$ cat src/hdl/async_rx_regs.vh
// register offsets, field positions and reset values of the asynchronous serial receiver
`ifndef ASYNC_RX_REGS_VH
`define ASYNC_RX_REGS_VH

`define RX_STATUS_CONTROL_OFS 8'h00
`define RX_BUFFER_OFS 8'h04
`define PERIPH_IRQ_FLAGS_OFS 8'h08
`define PERIPH_IRQ_ENABLES_OFS 8'h0c
`define IRQ_STATUS_OFS 8'h10
`define IRQ_MASK_OFS 8'h14
`define BAUD_DIVISOR_OFS 8'h18

`define NINTH_RX_BIT_POS 0
`define OVERRUN_ERROR_POS 1
`define FRAMING_ERROR_POS 2
`define CONTINUOUS_RX_ENABLE_POS 4
`define NINE_BIT_MODE_POS 6
`define RX_FULL_FLAG_POS 0
`define RX_IRQ_ENABLE_POS 0

`define EV_WORD_POS 0
`define EV_OVERRUN_POS 1
`define EV_FRAMING_POS 2

`define BAUD_DIVISOR_RESET 8'h00
`define OVERSAMPLE 16
`define PCLK_PER_X16_UNIT 4
`define SAMPLE_A 4'h6
`define SAMPLE_B 4'h7
`define SAMPLE_C 4'h8

`endif

$ cat src/hdl/async_serial_receiver.v
// asynchronous serial receiver with oversampling recovery, two-word buffer and apb registers
//
// Behaviour
// - input recovered by a sixteen-times oversampling front end before the receive shifter
// - frames accepted only while continuous_rx_enable, status bit 4, is set
// - after the stop bit the word moves from shifter to buffer if room
// - a word moved into the buffer sets rx_full_flag, flag bit 0
// - rx_full_flag raises the interrupt only while rx_irq_enable, bit 0, is set
// - rx_full_flag is read only and clears when the buffer is read empty
// - buffer is a two-entry fifo while a third word shifts in
// - third stop bit with buffer full sets overrun_error, bit 1, and drops word
// - overrun_error stays set until continuous_rx_enable resets the receive logic
// - while overrun_error is set no word enters the buffer
// - framing_error, bit 2, set when the stop bit is not found high
// - framing error and ninth bit travel with their word; read loads next status
// - divisor zero gives the highest rate, 255 the lowest
// - each bit decided by majority of samples seven, eight and nine
`timescale 1ns/1ns
`include "async_rx_regs.vh"
module async_serial_receiver #(
    parameter DIV_WIDTH = 8
) (
    input wire pclk,                // bus and oscillator clock, 10 MHz
    input wire presetn,             // asynchronous reset, active low
    input wire psel,                // apb select
    input wire penable,             // apb access phase
    input wire pwrite,              // apb direction, high for write
    input wire [7:0] paddr,         // apb byte address
    input wire [31:0] pwdata,       // apb write data
    output reg [31:0] prdata,       // apb read data
    output reg pready,              // apb ready
    output reg pslverr,             // apb error for an unmapped address
    input wire serial_rx_pin,       // serial data from the remote transmitter
    output wire irq                 // level interrupt, active high
);

// ----------------------------------------------------------------
// registers
// ----------------------------------------------------------------
reg continuous_rx_enable_reg;
reg nine_bit_mode_reg;
reg overrun_error_reg;
reg rx_irq_enable_reg;
reg [2:0] irq_status_reg;
reg [2:0] irq_mask_reg;
reg [DIV_WIDTH-1:0] baud_divisor_reg;

wire access_done;
wire wr_en;
wire rd_en;
wire addr_hit;
wire [9:0] head_data;
wire buf_valid;
wire buf_room;
wire rx_full_flag;
wire buf_pop;
reg [31:0] rdata_next;

// the slave takes one wait state so that read data come from a register
assign access_done = psel && penable && pready;
assign wr_en = access_done && pwrite && addr_hit;
assign rd_en = access_done && !pwrite && addr_hit;
assign addr_hit = (paddr == `RX_STATUS_CONTROL_OFS) || (paddr == `RX_BUFFER_OFS) ||
    (paddr == `PERIPH_IRQ_FLAGS_OFS) || (paddr == `PERIPH_IRQ_ENABLES_OFS) ||
    (paddr == `IRQ_STATUS_OFS) || (paddr == `IRQ_MASK_OFS) ||
    (paddr == `BAUD_DIVISOR_OFS);
assign rx_full_flag = buf_valid;
assign buf_pop = rd_en && (paddr == `RX_BUFFER_OFS);

always @* begin
    rdata_next = 32'h0000_0000;
    case (paddr)
        `RX_STATUS_CONTROL_OFS: begin
            rdata_next[`NINTH_RX_BIT_POS] = head_data[8];
            rdata_next[`OVERRUN_ERROR_POS] = overrun_error_reg;
            rdata_next[`FRAMING_ERROR_POS] = head_data[9];
            rdata_next[`CONTINUOUS_RX_ENABLE_POS] = continuous_rx_enable_reg;
            rdata_next[`NINE_BIT_MODE_POS] = nine_bit_mode_reg;
        end
        `RX_BUFFER_OFS: rdata_next[7:0] = head_data[7:0];
        `PERIPH_IRQ_FLAGS_OFS: rdata_next[`RX_FULL_FLAG_POS] = rx_full_flag;
        `PERIPH_IRQ_ENABLES_OFS: rdata_next[`RX_IRQ_ENABLE_POS] = rx_irq_enable_reg;
        `IRQ_STATUS_OFS: rdata_next[2:0] = irq_status_reg;
        `IRQ_MASK_OFS: rdata_next[2:0] = irq_mask_reg;
        `BAUD_DIVISOR_OFS: rdata_next[DIV_WIDTH-1:0] = baud_divisor_reg;
        default: rdata_next = 32'h0000_0000;
    endcase
end

always @(posedge pclk or negedge presetn) begin
    if (!presetn) begin
        pready <= 1'b0;
        pslverr <= 1'b0;
        prdata <= 32'h0000_0000;
    end else begin
        pready <= psel && penable && !pready;
        pslverr <= psel && penable && !pready && !addr_hit;
        if (psel && penable && !pready && !pwrite)
            prdata <= rdata_next;
    end
end

always @(posedge pclk or negedge presetn) begin
    if (!presetn) begin
        continuous_rx_enable_reg <= 1'b0;
        nine_bit_mode_reg <= 1'b0;
        rx_irq_enable_reg <= 1'b0;
        irq_mask_reg <= 3'h0;
        baud_divisor_reg <= `BAUD_DIVISOR_RESET;
    end else if (wr_en) begin
        case (paddr)
            `RX_STATUS_CONTROL_OFS: begin
                continuous_rx_enable_reg <= pwdata[`CONTINUOUS_RX_ENABLE_POS];
                nine_bit_mode_reg <= pwdata[`NINE_BIT_MODE_POS];
            end
            `PERIPH_IRQ_ENABLES_OFS: rx_irq_enable_reg <= pwdata[`RX_IRQ_ENABLE_POS];
            `IRQ_MASK_OFS: irq_mask_reg <= pwdata[2:0];
            `BAUD_DIVISOR_OFS: baud_divisor_reg <= pwdata[DIV_WIDTH-1:0];
            default: baud_divisor_reg <= baud_divisor_reg;
        endcase
    end
end

// ----------------------------------------------------------------
// pin synchroniser and oversampling clock
// ----------------------------------------------------------------
reg rx_sync1_reg;
reg rx_sync2_reg;
reg rx_sync3_reg;
reg rx_level_reg;
reg [DIV_WIDTH+1:0] prescale_reg;
wire x16_tick;

always @(posedge pclk or negedge presetn) begin
    if (!presetn) begin
        rx_sync1_reg <= 1'b1;
        rx_sync2_reg <= 1'b1;
        rx_sync3_reg <= 1'b1;
        rx_level_reg <= 1'b1;
    end else begin
        rx_sync1_reg <= serial_rx_pin;
        rx_sync2_reg <= rx_sync1_reg;
        rx_sync3_reg <= rx_sync2_reg;
        if (rx_sync2_reg == rx_sync3_reg)
            rx_level_reg <= rx_sync3_reg;
    end
end

// one x16 tick every four times (divisor plus one) clocks: rate is pclk / (64 * (d + 1))
assign x16_tick = (prescale_reg == {baud_divisor_reg, 2'b11});

always @(posedge pclk or negedge presetn) begin
    if (!presetn)
        prescale_reg <= {(DIV_WIDTH+2){1'b0}};
    else if (x16_tick || prescale_reg > {baud_divisor_reg, 2'b11})
        prescale_reg <= {(DIV_WIDTH+2){1'b0}};
    else
        prescale_reg <= prescale_reg + 1'b1;
end

// ----------------------------------------------------------------
// receive state machine
// ----------------------------------------------------------------
localparam ST_IDLE = 4'b0001;
localparam ST_START = 4'b0010;
localparam ST_DATA = 4'b0100;
localparam ST_STOP = 4'b1000;

reg [3:0] state_reg;
reg [3:0] phase_reg;
reg [3:0] bit_cnt_reg;
reg [1:0] samples_reg;
reg [8:0] rx_shift_reg;
wire vote;
wire last_sample;
wire [3:0] last_bit;
wire frame_end;
wire stop_ok;
wire push_valid;
wire push_now;
wire drop_word;

// three samples per bit, the third taken now
assign vote = (samples_reg[0] & samples_reg[1]) | (samples_reg[0] & rx_level_reg) |
    (samples_reg[1] & rx_level_reg);
assign last_sample = x16_tick && (phase_reg == `SAMPLE_C);
assign last_bit = nine_bit_mode_reg ? 4'd8 : 4'd7;
// a frame finishing just as the receiver is disabled is dropped, not stored
assign frame_end = continuous_rx_enable_reg && (state_reg == ST_STOP) && last_sample;
assign stop_ok = vote;
assign push_valid = frame_end && !overrun_error_reg;
assign push_now = push_valid && buf_room;
assign drop_word = push_valid && !buf_room;

always @(posedge pclk or negedge presetn) begin
    if (!presetn) begin
        state_reg <= ST_IDLE;
        phase_reg <= 4'h0;
        bit_cnt_reg <= 4'h0;
        samples_reg <= 2'b00;
        rx_shift_reg <= 9'h000;
    end else if (!continuous_rx_enable_reg) begin
        state_reg <= ST_IDLE;
        phase_reg <= 4'h0;
        bit_cnt_reg <= 4'h0;
    end else begin
        if (x16_tick) begin
            phase_reg <= phase_reg + 4'h1;
            if (phase_reg == `SAMPLE_A)
                samples_reg[0] <= rx_level_reg;
            if (phase_reg == `SAMPLE_B)
                samples_reg[1] <= rx_level_reg;
        end
        case (state_reg)
            ST_IDLE: begin
                // the falling edge of the start bit realigns the x16 phase
                if (!rx_level_reg) begin
                    state_reg <= ST_START;
                    phase_reg <= 4'h0;
                end
            end
            ST_START: begin
                if (last_sample) begin
                    // a start bit that votes high was a glitch
                    if (vote)
                        state_reg <= ST_IDLE;
                    else
                        state_reg <= ST_DATA;
                    bit_cnt_reg <= 4'h0;
                end
            end
            ST_DATA: begin
                if (last_sample) begin
                    rx_shift_reg[bit_cnt_reg] <= vote;
                    bit_cnt_reg <= bit_cnt_reg + 4'h1;
                    if (bit_cnt_reg == last_bit)
                        state_reg <= ST_STOP;
                end
            end
            ST_STOP: begin
                // back to idle at once so a low line is taken as the next start bit
                if (last_sample)
                    state_reg <= ST_IDLE;
            end
            default: state_reg <= ST_IDLE;
        endcase
    end
end

// overrun holds until the receiver is disabled; both cannot happen together
always @(posedge pclk or negedge presetn) begin
    if (!presetn)
        overrun_error_reg <= 1'b0;
    else if (!continuous_rx_enable_reg)
        overrun_error_reg <= 1'b0;
    else if (drop_word)
        overrun_error_reg <= 1'b1;
end

// ----------------------------------------------------------------
// receive buffer
// ----------------------------------------------------------------
rx_word_fifo #(
    .WIDTH(10)
) u_rx_buffer (
    .clk(pclk),
    .rst_n(presetn),
    .push_valid(push_valid),
    .push_ready(buf_room),
    .push_data({!stop_ok, nine_bit_mode_reg & rx_shift_reg[8], rx_shift_reg[7:0]}),
    .pop_valid(buf_valid),
    .pop_ready(buf_pop),
    .head_data(head_data)
);

// ----------------------------------------------------------------
// interrupts
// ----------------------------------------------------------------
wire [2:0] events;

assign events = {frame_end && !stop_ok, drop_word, push_now};

// a read clears the sticky bits, but an event in the same cycle survives it
always @(posedge pclk or negedge presetn) begin
    if (!presetn)
        irq_status_reg <= 3'h0;
    else if (rd_en && paddr == `IRQ_STATUS_OFS)
        irq_status_reg <= events;
    else
        irq_status_reg <= irq_status_reg | events;
end

assign irq = (rx_full_flag && rx_irq_enable_reg) || (|(irq_status_reg & irq_mask_reg));

endmodule // async_serial_receiver

$ cat src/hdl/rx_word_fifo.v
// two-entry word buffer holding each received word with its status bits
`timescale 1ns/1ns
module rx_word_fifo #(
    parameter WIDTH = 10
) (
    input wire clk,                 // clock
    input wire rst_n,               // asynchronous reset, active low
    input wire push_valid,          // word offered by the receiver
    output wire push_ready,         // buffer has room
    input wire [WIDTH-1:0] push_data, // word with status bits
    output wire pop_valid,          // buffer holds a word
    input wire pop_ready,           // consumer takes the head word
    output wire [WIDTH-1:0] head_data // head word, straight from a register
);

reg [WIDTH-1:0] entry0_reg;
reg [WIDTH-1:0] entry1_reg;
reg [1:0] count_reg;
wire do_push;
wire do_pop;

assign push_ready = (count_reg != 2'd2);
assign pop_valid = (count_reg != 2'd0);
assign do_push = push_valid && push_ready;
assign do_pop = pop_ready && pop_valid;
assign head_data = entry0_reg;

always @(posedge clk or negedge rst_n) begin
    if (!rst_n) begin
        entry0_reg <= {WIDTH{1'b0}};
        entry1_reg <= {WIDTH{1'b0}};
        count_reg <= 2'd0;
    end else begin
        // popping moves the second word to the head, so its status appears at once
        if (do_pop) begin
            if (do_push && count_reg == 2'd1)
                entry0_reg <= push_data;
            else
                entry0_reg <= entry1_reg;
            if (do_push && count_reg == 2'd2)
                entry1_reg <= push_data;
        end else if (do_push) begin
            if (count_reg == 2'd0)
                entry0_reg <= push_data;
            else
                entry1_reg <= push_data;
        end
        if (do_push && !do_pop)
            count_reg <= count_reg + 2'd1;
        else if (do_pop && !do_push)
            count_reg <= count_reg - 2'd1;
    end
end

endmodule // rx_word_fifo

$ cat config.mk
export PLATFORM = sky130hd
export DESIGN_NAME = async_serial_receiver
export DESIGN_NICKNAME = d
export VERILOG_FILES = /design/src/hdl/async_serial_receiver.v /design/src/hdl/rx_word_fifo.v
export VERILOG_INCLUDE_DIRS = /design/src /design/src/hdl
export SDC_FILE = /design/constraint.sdc
export NUM_CORES = 1
export LEC_CHECK = 0
export BUFFER_PORTS_ARGS = -buffer_cell sky130_fd_sc_hd__buf_2
export CAP_MARGIN = 20
export CORE_ASPECT_RATIO = 1.25
export CORE_MARGIN = 4
export CORE_UTILIZATION = 61
export DETAILED_ROUTE_END_ITERATION = 12
export GPL_TIMING_DRIVEN = 0
export PLACE_DENSITY = 0.86
export RECOVER_POWER = 100
export SETUP_SLACK_MARGIN = 0.5
export SYNTH_ARGS = -nofsm -noshare
export SYNTH_HDL_FRONTEND = slang
export SYNTH_SLANG_ARGS = --single-unit
$ cat constraint.sdc
create_clock -name pclk -period 5.75 [get_ports pclk]
set_input_delay 0.575 -clock pclk [delete_from_list [all_inputs] [get_ports pclk]]
set_output_delay 0.575 -clock pclk [all_outputs]
set_load 0.005 [all_outputs]
==> metrics.txt, run 1 <==
outcome finished clean; Worst EP arrival 3.29 ns; die height 106 um; Hold Violations, Final 0; IO Count 81; Root Buffer clkbuf_8; Worst Clk Skew 0.0146 ns; post-route insts no fill 635; drt first pass iters 4; Power Total 1.28 mW; Slew HR 29.2%; Hold Worst Slack 0.304 ns; later-pin clock latency in the skew report 0.36 ns; first-pass GRT wire length 16700 um; Post-CTS Hold Buffers 0; Crit Path Max Fanout 10; Die Area 9240 um2; FMAX 0.327 GHz; RePlAce Congestion 0.918; Rows 35; Worst setup EP type register; placed cells 619; P per Cell Area 243 nW/um2; gr ovfl total 0; Slew Limit Fails 0; hold crit path type in -> reg; Synth Warn # 0; drt initial violations 192; asr flop ratio synth 100%; syn avg cell area 10.0 um2; DR WL/cell 15.2 um; Fill cells 541; Clock Tree Buf Depth 2; clock net sink count 87; period utilisation layout 53.1%; time the worst path needs with I/O delays and setup 3.05 ns; Die Wd 86.8 um; unrepaired setup endpoints after global routing false; max_cap viols 0; WL final 9640 um; CTS H-tree lvls 3; layout cells sized above 1 17.1%; Total GRT Usage 23.1%; pin count of the biggest net entering global routing 71; vias per cell 5.61; CP Data Required Time 5.99 ns; Synth Flop Type dfrtp_1; PortBufs 31; Seq/Total Area, Yosys 46.1%; Leak 2.48 nW; EDFF count, synth 0; Starting Density 63.6%; maximum vdd drop 0.148 mV; final core occ 70.6%; clock-pin slew of the registers on the worst-case setup and hold paths 0.08 ns; Syn Std Cell Area 4730 um2; kind of critical path reg -> reg; remaining antenna violation count 0; Netlist cell types 60; post-synthesis instance total 472; number of nets in the final layout 605; Final setup violation count 0; post-CTS sizing 0; vias in the first global route 3565; total negative slack 0 ns; CTS buffer count 9; CTS tree built; initial antenna violation count 0; Yosys reg bits 87; Startpoint Class register; Area Growth Syn to Fin 11.1%; core area 7440 um2; Setup Fix Bufs, Post-CTS 0; # diodes 0; hpwl dp 7210 um; Worst-Margin Slew 1.06 ns; DRC errors left 0; routed vias 3561; r2r setup slk 2.70 ns
## layout make-up
cell class / instances / area (um2) / area share, %
buffer: 43 / 254 / 4.83
clock buffer: 12 / 145 / 2.76
clock inverter: 4 / 55.1 / 1.05
inverter: 28 / 105 / 2.00
multi-input combinational: 337 / 2220 / 42.3
sequential: 87 / 2180 / 41.5
tap: 92 / 115 / 2.19
timing repair buffer: 32 / 175 / 3.33
## critical path: stages, from the launching register on
cell	delay [ns]
dfrtp_1	0.42
inv_1	0.06
ha_1	0.29
and4_1	0.30
and3_1	0.18
clkbuf_1	0.24
nand4_1	0.20
ha_1	0.23
or3_1	0.34
clkbuf_1	0.24
clkbuf_1	0.25
nand2_1	0.11
o21ai_0	0.07
## layout by cell type, fill, tap and decap left out, types with 4 or more instances in the layout
cell type,synthesis,final
dfrtp_1,82,82
nand2_1,54,55
o21ai_0,34,34
nor2_1,32,32
inv_1,27,28
buf_2,2,27
clkbuf_1,14,24
buf_4,26,24
conb_1,1,24
ha_1,21,21
mux2_2,21,18
mux2i_1,17,17
a22oi_1,16,16
nand3_1,14,14
a21oi_1,12,12
clkbuf_8,0,10
xor2_1,9,9
xnor2_1,8,8
nand4_1,6,7
nor3b_1,6,7
nor3_1,5,7
a21o_1,4,4
dfstp_2,5,4
## synth_stat cells (3+ instances only)
cell type,number,share of area [%]
o21a_1,3,0.48
inv_1,27,2.1
nand4_1,6,0.79
nand2_1,54,4.3
and3_1,3,0.40
nor3b_1,6,0.95
buf_4,26,4.1
nor2b_1,3,0.40
mux2i_1,17,3.6
nor2_1,32,2.5
clkbuf_1,14,1.1
and2_1,3,0.40
a22oi_1,16,2.5
ha_1,21,5.6
a21o_1,4,0.63
nand3_1,14,1.5
nor3_1,5,0.53
xor2_1,9,1.7
a21oi_1,12,1.3
o21ai_0,34,3.6
and4_1,3,0.56
mux2_2,21,5.0
xnor2_1,8,1.5
dfrtp_1,82,43
dfstp_2,5,2.8
## final timing paths
check | cells past startpoint | startpoint | end
max in group asynchronous | 2 | presetn | phase_reg[3]$_DFF_PN0_
worst min register to register | 0 | rx_sync1_reg$_DFF_PN1_ | rx_sync2_reg$_DFF_PN1_
worst max register to register | 12 | baud_divisor_reg[7]$_DFFE_PN0P_ | u_rx_buffer.entry1_reg[4]$_DFFE_PN0P_
min in group asynchronous | 1 | presetn | rx_shift_reg[7]$_DFFE_PN0P_
worst min-delay path | 1 | serial_rx_pin | rx_sync1_reg$_DFF_PN1_
worst max-delay path | 12 | baud_divisor_reg[7]$_DFFE_PN0P_ | u_rx_buffer.entry1_reg[4]$_DFFE_PN0P_
## kinds of logic (layout without fill, tap and decap cells)
family / Yosys count / after routing / synth area share, %
compound gates: 86 / 86 / 11.5
other cells: 1 / 24 / 0.0792
mux: 38 / 38 / 8.59
xor+xnor: 17 / 17 / 3.15
buf+inv: 71 / 119 / 7.75
flops: 87 / 87 / 46.1
simple gates: 150 / 150 / 17.0
fa+ha+maj: 22 / 22 / 5.76
## routing by layer
| layer | track usage [%] | vias to the layer above | share of wire (%) |
|---|---|---|---|
| li1 | - | 1725 | - |
| met1 | 28.5 | 1723 | 40 |
| met2 | 38.0 | 90 | 51 |
| met3 | 4.88 | 23 | 5.8 |
| met4 | 11.1 | 0 | 3.0 |
| met5 | 0 | - | 0 |
## metrics by stage
stage	worst slack, ns	instance area, um2
final	2.70	5260
after global routing	2.38	5260
after CTS	2.89	5320
after detailed placement	2.90	5120
after global placement	2.97	5090
after floorplan	3.26	4820
## power by group
part	total (mW)	internal, mW	leakage (nW)	switching, mW
logic	0.182	0.0747	1.28	0.107
clock network	0.433	0.215	0.0968	0.218
registers	0.662	0.640	1.10	0.0218
No activity file was read; power rests on OpenSTA's default activity.
==> inputs of run 2 (changes only) <==
Settings changed: ABC_AREA set to 1, CORE_UTILIZATION 61 to 51, PLACE_DENSITY 0.86 to 0.76.
Clock period 5.75 ns to 2.7 ns, I/O delays scaled along.
==> metrics.txt, run 2 <==
FMAX 0.435 GHz; maximum vdd drop 0.275 mV; hpwl dp 7500 um; hold crit path type in -> reg; # diodes 0; Sequential Area 2180 um2; Worst setup EP type register; Critical Path Start prescale_reg[3]$_DFF_PN0_; IO Count 81; Synth area leaders dfrtp_1 43%, nand2_1 10%, inv_1 6.1%; PortBufs 32; drt first pass iters 5; most frequent cells in the layout 129 x nand2_1, 81 x dfrtp_1, 75 x inv_1, 51 x nor2_1; DR WL/cell 13.6 um; CP delay by family, top simple AND/OR/NAND/NOR gates; routed vias 4047; Crit Path Max Fanout 5; initial antenna violation count 0; number of nets in the final layout 734; Slowest-stage cell, CP dfrtp_2; Syn Std Cell Area 4770 um2; CP Data Required Time 2.92 ns; vias per cell 5.09; Seq/Total Area, Yosys 45.8%; syn avg cell area 8.21 um2; Rows 39; Area Growth Syn to Fin 19.4%; Hold Violations, Final 0; gr ovfl total 0; EDFF count, synth 0; placed cell area 5200 um2; clock net sink count 87; Power Total 2.80 mW; asr flop ratio synth 100%; CP cell instances ha_1 -> nand3_1 -> nor2_4 -> nand3_1 -> nor2_1 -> nand3_2 -> ha_1 -> or2_4 -> buf_4 -> nand2_1 -> o21ai_0; outcome finished clean; Leak 2.83 nW; unrepaired setup endpoints after global routing false; reg2reg path depth 11; r2r setup slk 0.40 ns; Slew HR 33.1%; Setup crit end u_rx_buffer.entry1_reg[0]$_DFFE_PN0P_; DRC errors left 0; remaining antenna violation count 0; total negative slack 0 ns; Finished Cell Area 5690 um2; WP depth 11; vias in the first global route 3918; core area 9130 um2; Worst R2R End u_rx_buffer.entry1_reg[0]$_DFFE_PN0P_; Die Wd 94.5 um; worst r2r src prescale_reg[3]$_DFF_PN0_; count leader, synth nand2_1; Critical path buffers and inverters 1; CTS H-tree lvls 3; time the worst path needs with I/O delays and setup 2.30 ns; most frequent cells after synthesis 128 x nand2_1, 82 x dfrtp_1, 77 x inv_1; P per Cell Area 492 nW/um2; first-pass GRT wire length 17200 um; Slew Limit Fails 0; period utilisation layout 85.1%; Startpoint Class register; die height 116 um; Starting Density 52.3%; Synth area leader dfrtp_1; Yosys reg bits 87; most common library cell in the layout ignoring fill and taps nand2_1; Final setup violation count 0; Synth Flop Type dfrtp_1; pin count of the biggest net entering global routing 75; CTS buffer count 9; Synth Warn # 0; Worst EP arrival 2.52 ns; Die Area 11000 um2; drt initial violations 242; Netlist cell types 44; Hold Worst Slack 0.0233 ns; Fill cells 781; max incr delay on CP 0.43 ns; Total GRT Usage 19.8%; later-pin clock latency in the skew report 0.34 ns; post-synthesis instance total 581; max_cap viols 0; Worst-Margin Slew 1.00 ns; RePlAce Congestion 0.914; Worst Clk Skew 0.00643 ns; WL final 10800 um; top-area cell type share of the netlist area 43.0%; CTS tree built; Root Buffer clkbuf_16; clock-pin slew of the registers on the worst-case setup and hold paths 0.06 ns; Clock Tree Buf Depth 2; multi-input gate area in the final layout 2180 um2; layout cells sized above 1 19.2%; kind of critical path reg -> reg
run 2: area by class of cell:
cell class / count / share of cell area (%)
sequential: 87 / 38.4
multi-input combinational: 402 / 38.3
inverter: 82 / 5.41
timing repair buffer: 51 / 5.14
clock buffer: 13 / 4.57
buffer: 34 / 4.33
tap: 123 / 2.70
clock inverter: 3 / 1.14
run 2: worst min path at each step:
stage,startpoint,endpoint,slack [ns],depth (start not counted)
finish,serial_rx_pin,rx_sync1_reg$_DFF_PN1_,0.02,1
global route,serial_rx_pin,rx_sync1_reg$_DFF_PN1_,0.02,1
CTS,serial_rx_pin,rx_sync1_reg$_DFF_PN1_,0.02,1
detailed placement,presetn,prescale_reg[3]$_DFF_PN0_,0.14,1
global placement,rx_sync1_reg$_DFF_PN1_,rx_sync2_reg$_DFF_PN1_,0.35,0
floorplan,presetn,baud_divisor_reg[0]$_DFFE_PN0P_,-0.03,0
run 2: repair_timing:
action / in CTS / in global routing
resized for setup: 7 / 26
pin swaps: 1 / 12
setup buffers: 2 / 13
endpoints found under the hold margin: 13 / 0
endpoints found under the setup margin: 10 / 23
gates cloned: 0 / 3
hold buffers: 1 / 0
run 2: logic make-up after synthesis:
kind of cell,synth area share (%)
AOI/OAI and AO/OA,10.8
adders and majority gates,5.72
muxes,0.210
other,0.0786
buffers and inverters,11.5
xor gates and xnor gates,1.29
and+or+nand+nor,24.6
DFF,45.8
run 2: metrics by stage:
stage	setup slack, ns	utilization, %	instances
6_report	0.402	62.4	795
5_1_grt	0.257	62.4	795
4_1_cts	0.503	61.2	779
3_5_place_dp	0.306	57.0	760
3_3_place_gp	0.358	56.6	759
2_1_floorplan	0.645	-	604
run 2: worst register-to-register path: stages, from the launching register on:
cell	delay (ns)
dfrtp_2	0.43
ha_1	0.32
nand3_1	0.17
nor2_4	0.13
nand3_1	0.12
nor2_1	0.15
nand3_2	0.09
ha_1	0.20
or2_4	0.26
buf_4	0.16
nand2_1	0.06
o21ai_0	0.08
run 2: power breakdown:
part           total (mW)  internal, mW  switching, mW
Clock                1.35         0.860          0.487
Sequential           1.33          1.32        0.00923
Combinational       0.126        0.0527         0.0733
run 2: per-layer routing:
layer,wire length (um),track usage [%],part of all wire [%],up-vias
met3,510,3.48,4.7,35
li1,-,-,-,1995
met1,4260,22.1,39,1887
met4,391,10.3,3.6,0
met5,0,0,0,-
met2,5650,36.0,52,130
==> inputs of run 3 (changes only) <==
Settings changed: PLACE_DENSITY 0.76 to 0.81.
==> metrics.txt, run 3 (synthesis gave the netlist of run 2 again) <==
Slew HR 30.2%; Fill cells 724; Slew Limit Fails 0; number of nets in the final layout 727; gr ovfl total 0; most frequent cells in the layout 128 x nand2_1, 81 x dfrtp_1, 76 x inv_1, 51 x nor2_1, 41 x nand3_1; later-pin clock latency in the skew report 0.35 ns; most common library cell in the layout ignoring fill and taps nand2_1; dpl ws 0.306 ns; vias in the first global route 3820; Sequential Area 2180 um2; CTS H-tree lvls 3; clock net sink count 87; r2r setup slk 0.43 ns; Die Area 11000 um2; Area Growth Syn to Fin 19.8%; pin count of the biggest net entering global routing 49; WL final 10700 um; post-route setup slack 0.418 ns; # diodes 0; Final setup violation count 0; layout cells sized above 1 19.8%; multi-input gate area in the final layout 2240 um2; time the worst path needs with I/O delays and setup 2.28 ns; Worst setup EP type register; Worst EP arrival 2.52 ns; Startpoint Class primary input; Total GRT Usage 19.2%; total negative slack 0 ns; hpwl dp 7460 um; P per Cell Area 479 nW/um2; kind of critical path in -> reg; period utilisation layout 84.5%; drt initial violations 281; PortBufs 32; first-pass GRT wire length 16600 um; IO Count 81; Worst Clk Skew 0.00597 ns; max_cap viols 0; CP Data Required Time 2.94 ns; CTS buffer count 9; maximum vdd drop 0.353 mV; DR WL/cell 13.6 um; Clock Tree Buf Depth 2; remaining antenna violation count 0; FMAX 0.438 GHz; core area 9130 um2; DRC errors left 0; drt first pass iters 7; Leak 2.80 nW; Die Wd 94.5 um; placed cells 760; vias per cell 5.11; Rows 39; Worst-Margin Slew 1.05 ns; RePlAce Congestion 0.905; CTS tree built; die height 116 um; post-route insts no fill 788; Crit Path Max Fanout 10; Hold Violations, Final 0; Starting Density 52.3%; outcome finished clean; unrepaired setup endpoints after global routing false; initial antenna violation count 0; final core occ 62.6%; hold crit path type in -> reg; routed vias 4025; Root Buffer clkbuf_16; clock-pin slew of the registers on the worst-case setup and hold paths 0.06 ns
[run 3: layout make-up]
type                            instances  area share [%]
Buffer                                 34            4.31
Clock buffer                           10            4.18
Clock inverter                          6            1.23
Inverter                               82            5.39
Multi-Input combinational cell        402            39.2
Sequential cell                        87            38.2
Tap cell                              123            2.69
Timing Repair Buffer                   44            4.77
[run 3: path summary, 6_finish.rpt]
check | startpoint | end | depth (start not counted)
setup / recovery | paddr[1] | u_rx_buffer.entry1_reg[6]$_DFFE_PN0P_ | 15
hold / removal | serial_rx_pin | rx_sync1_reg$_DFF_PN1_ | 1
setup reg to reg | baud_divisor_reg[1]$_DFFE_PN0P_ | u_rx_buffer.entry1_reg[6]$_DFFE_PN0P_ | 12
hold reg to reg | rx_sync1_reg$_DFF_PN1_ | rx_sync2_reg$_DFF_PN1_ | 0
max in group asynchronous | presetn | state_reg[0]$_DFFE_PN1P_ | 3
min in group asynchronous | presetn | prescale_reg[3]$_DFF_PN0_ | 2
[run 3: repair_timing]
item | CTS | global route
gates resized for setup | 4 | 31
hold endpoints to repair | 39 | 0
hold buffers | 1 | 0
pin swaps | 0 | 12
gates cloned | 0 | 2
endpoints found under the setup margin | 10 | 25
setup buffers | 3 | 6
[run 3: through the flow]
stage / power [mW] / hold WS (ns) / instance area [um2]
global route: 2.83 / 0.00438 / 5710
finish: 2.74 / 0.0135 / 5710
CTS: 2.75 / 0.0108 / 5550
detailed placement: 1.49 / 0.285 / 5200
global placement: 1.48 / 0.347 / 5170
floorplan: 1.42 / -0.0256 / 4850
[run 3: per-layer routing]
metal | up-vias | GRT usage (%) | share of wire [%]
li1 | 1975 | - | -
met1 | 1908 | 22.5 | 41
met4 | 0 | 10.1 | 4.1
met3 | 34 | 4.25 | 4.5
met2 | 108 | 32.8 | 51
met5 | - | 0 | 0
[run 3: critical path, cell delays in order]
cell and delay [ns]:
buf_2 0.09, nor2_1 0.21, nand2_1 0.20, nor2_1 0.34
nor2_2 0.09, nand3_4 0.11, nand3_2 0.12, nor2_4 0.16
buf_4 0.18, inv_2 0.05, ha_1 0.19, or2_4 0.26
buf_6 0.14, nand2_1 0.07, o21ai_2 0.05
[run 3: where the power goes]
group	total, mW	internal (mW)	switching, mW
combinational	0.131	0.0563	0.0742
clock	1.28	0.745	0.534
sequential	1.33	1.32	0.00931
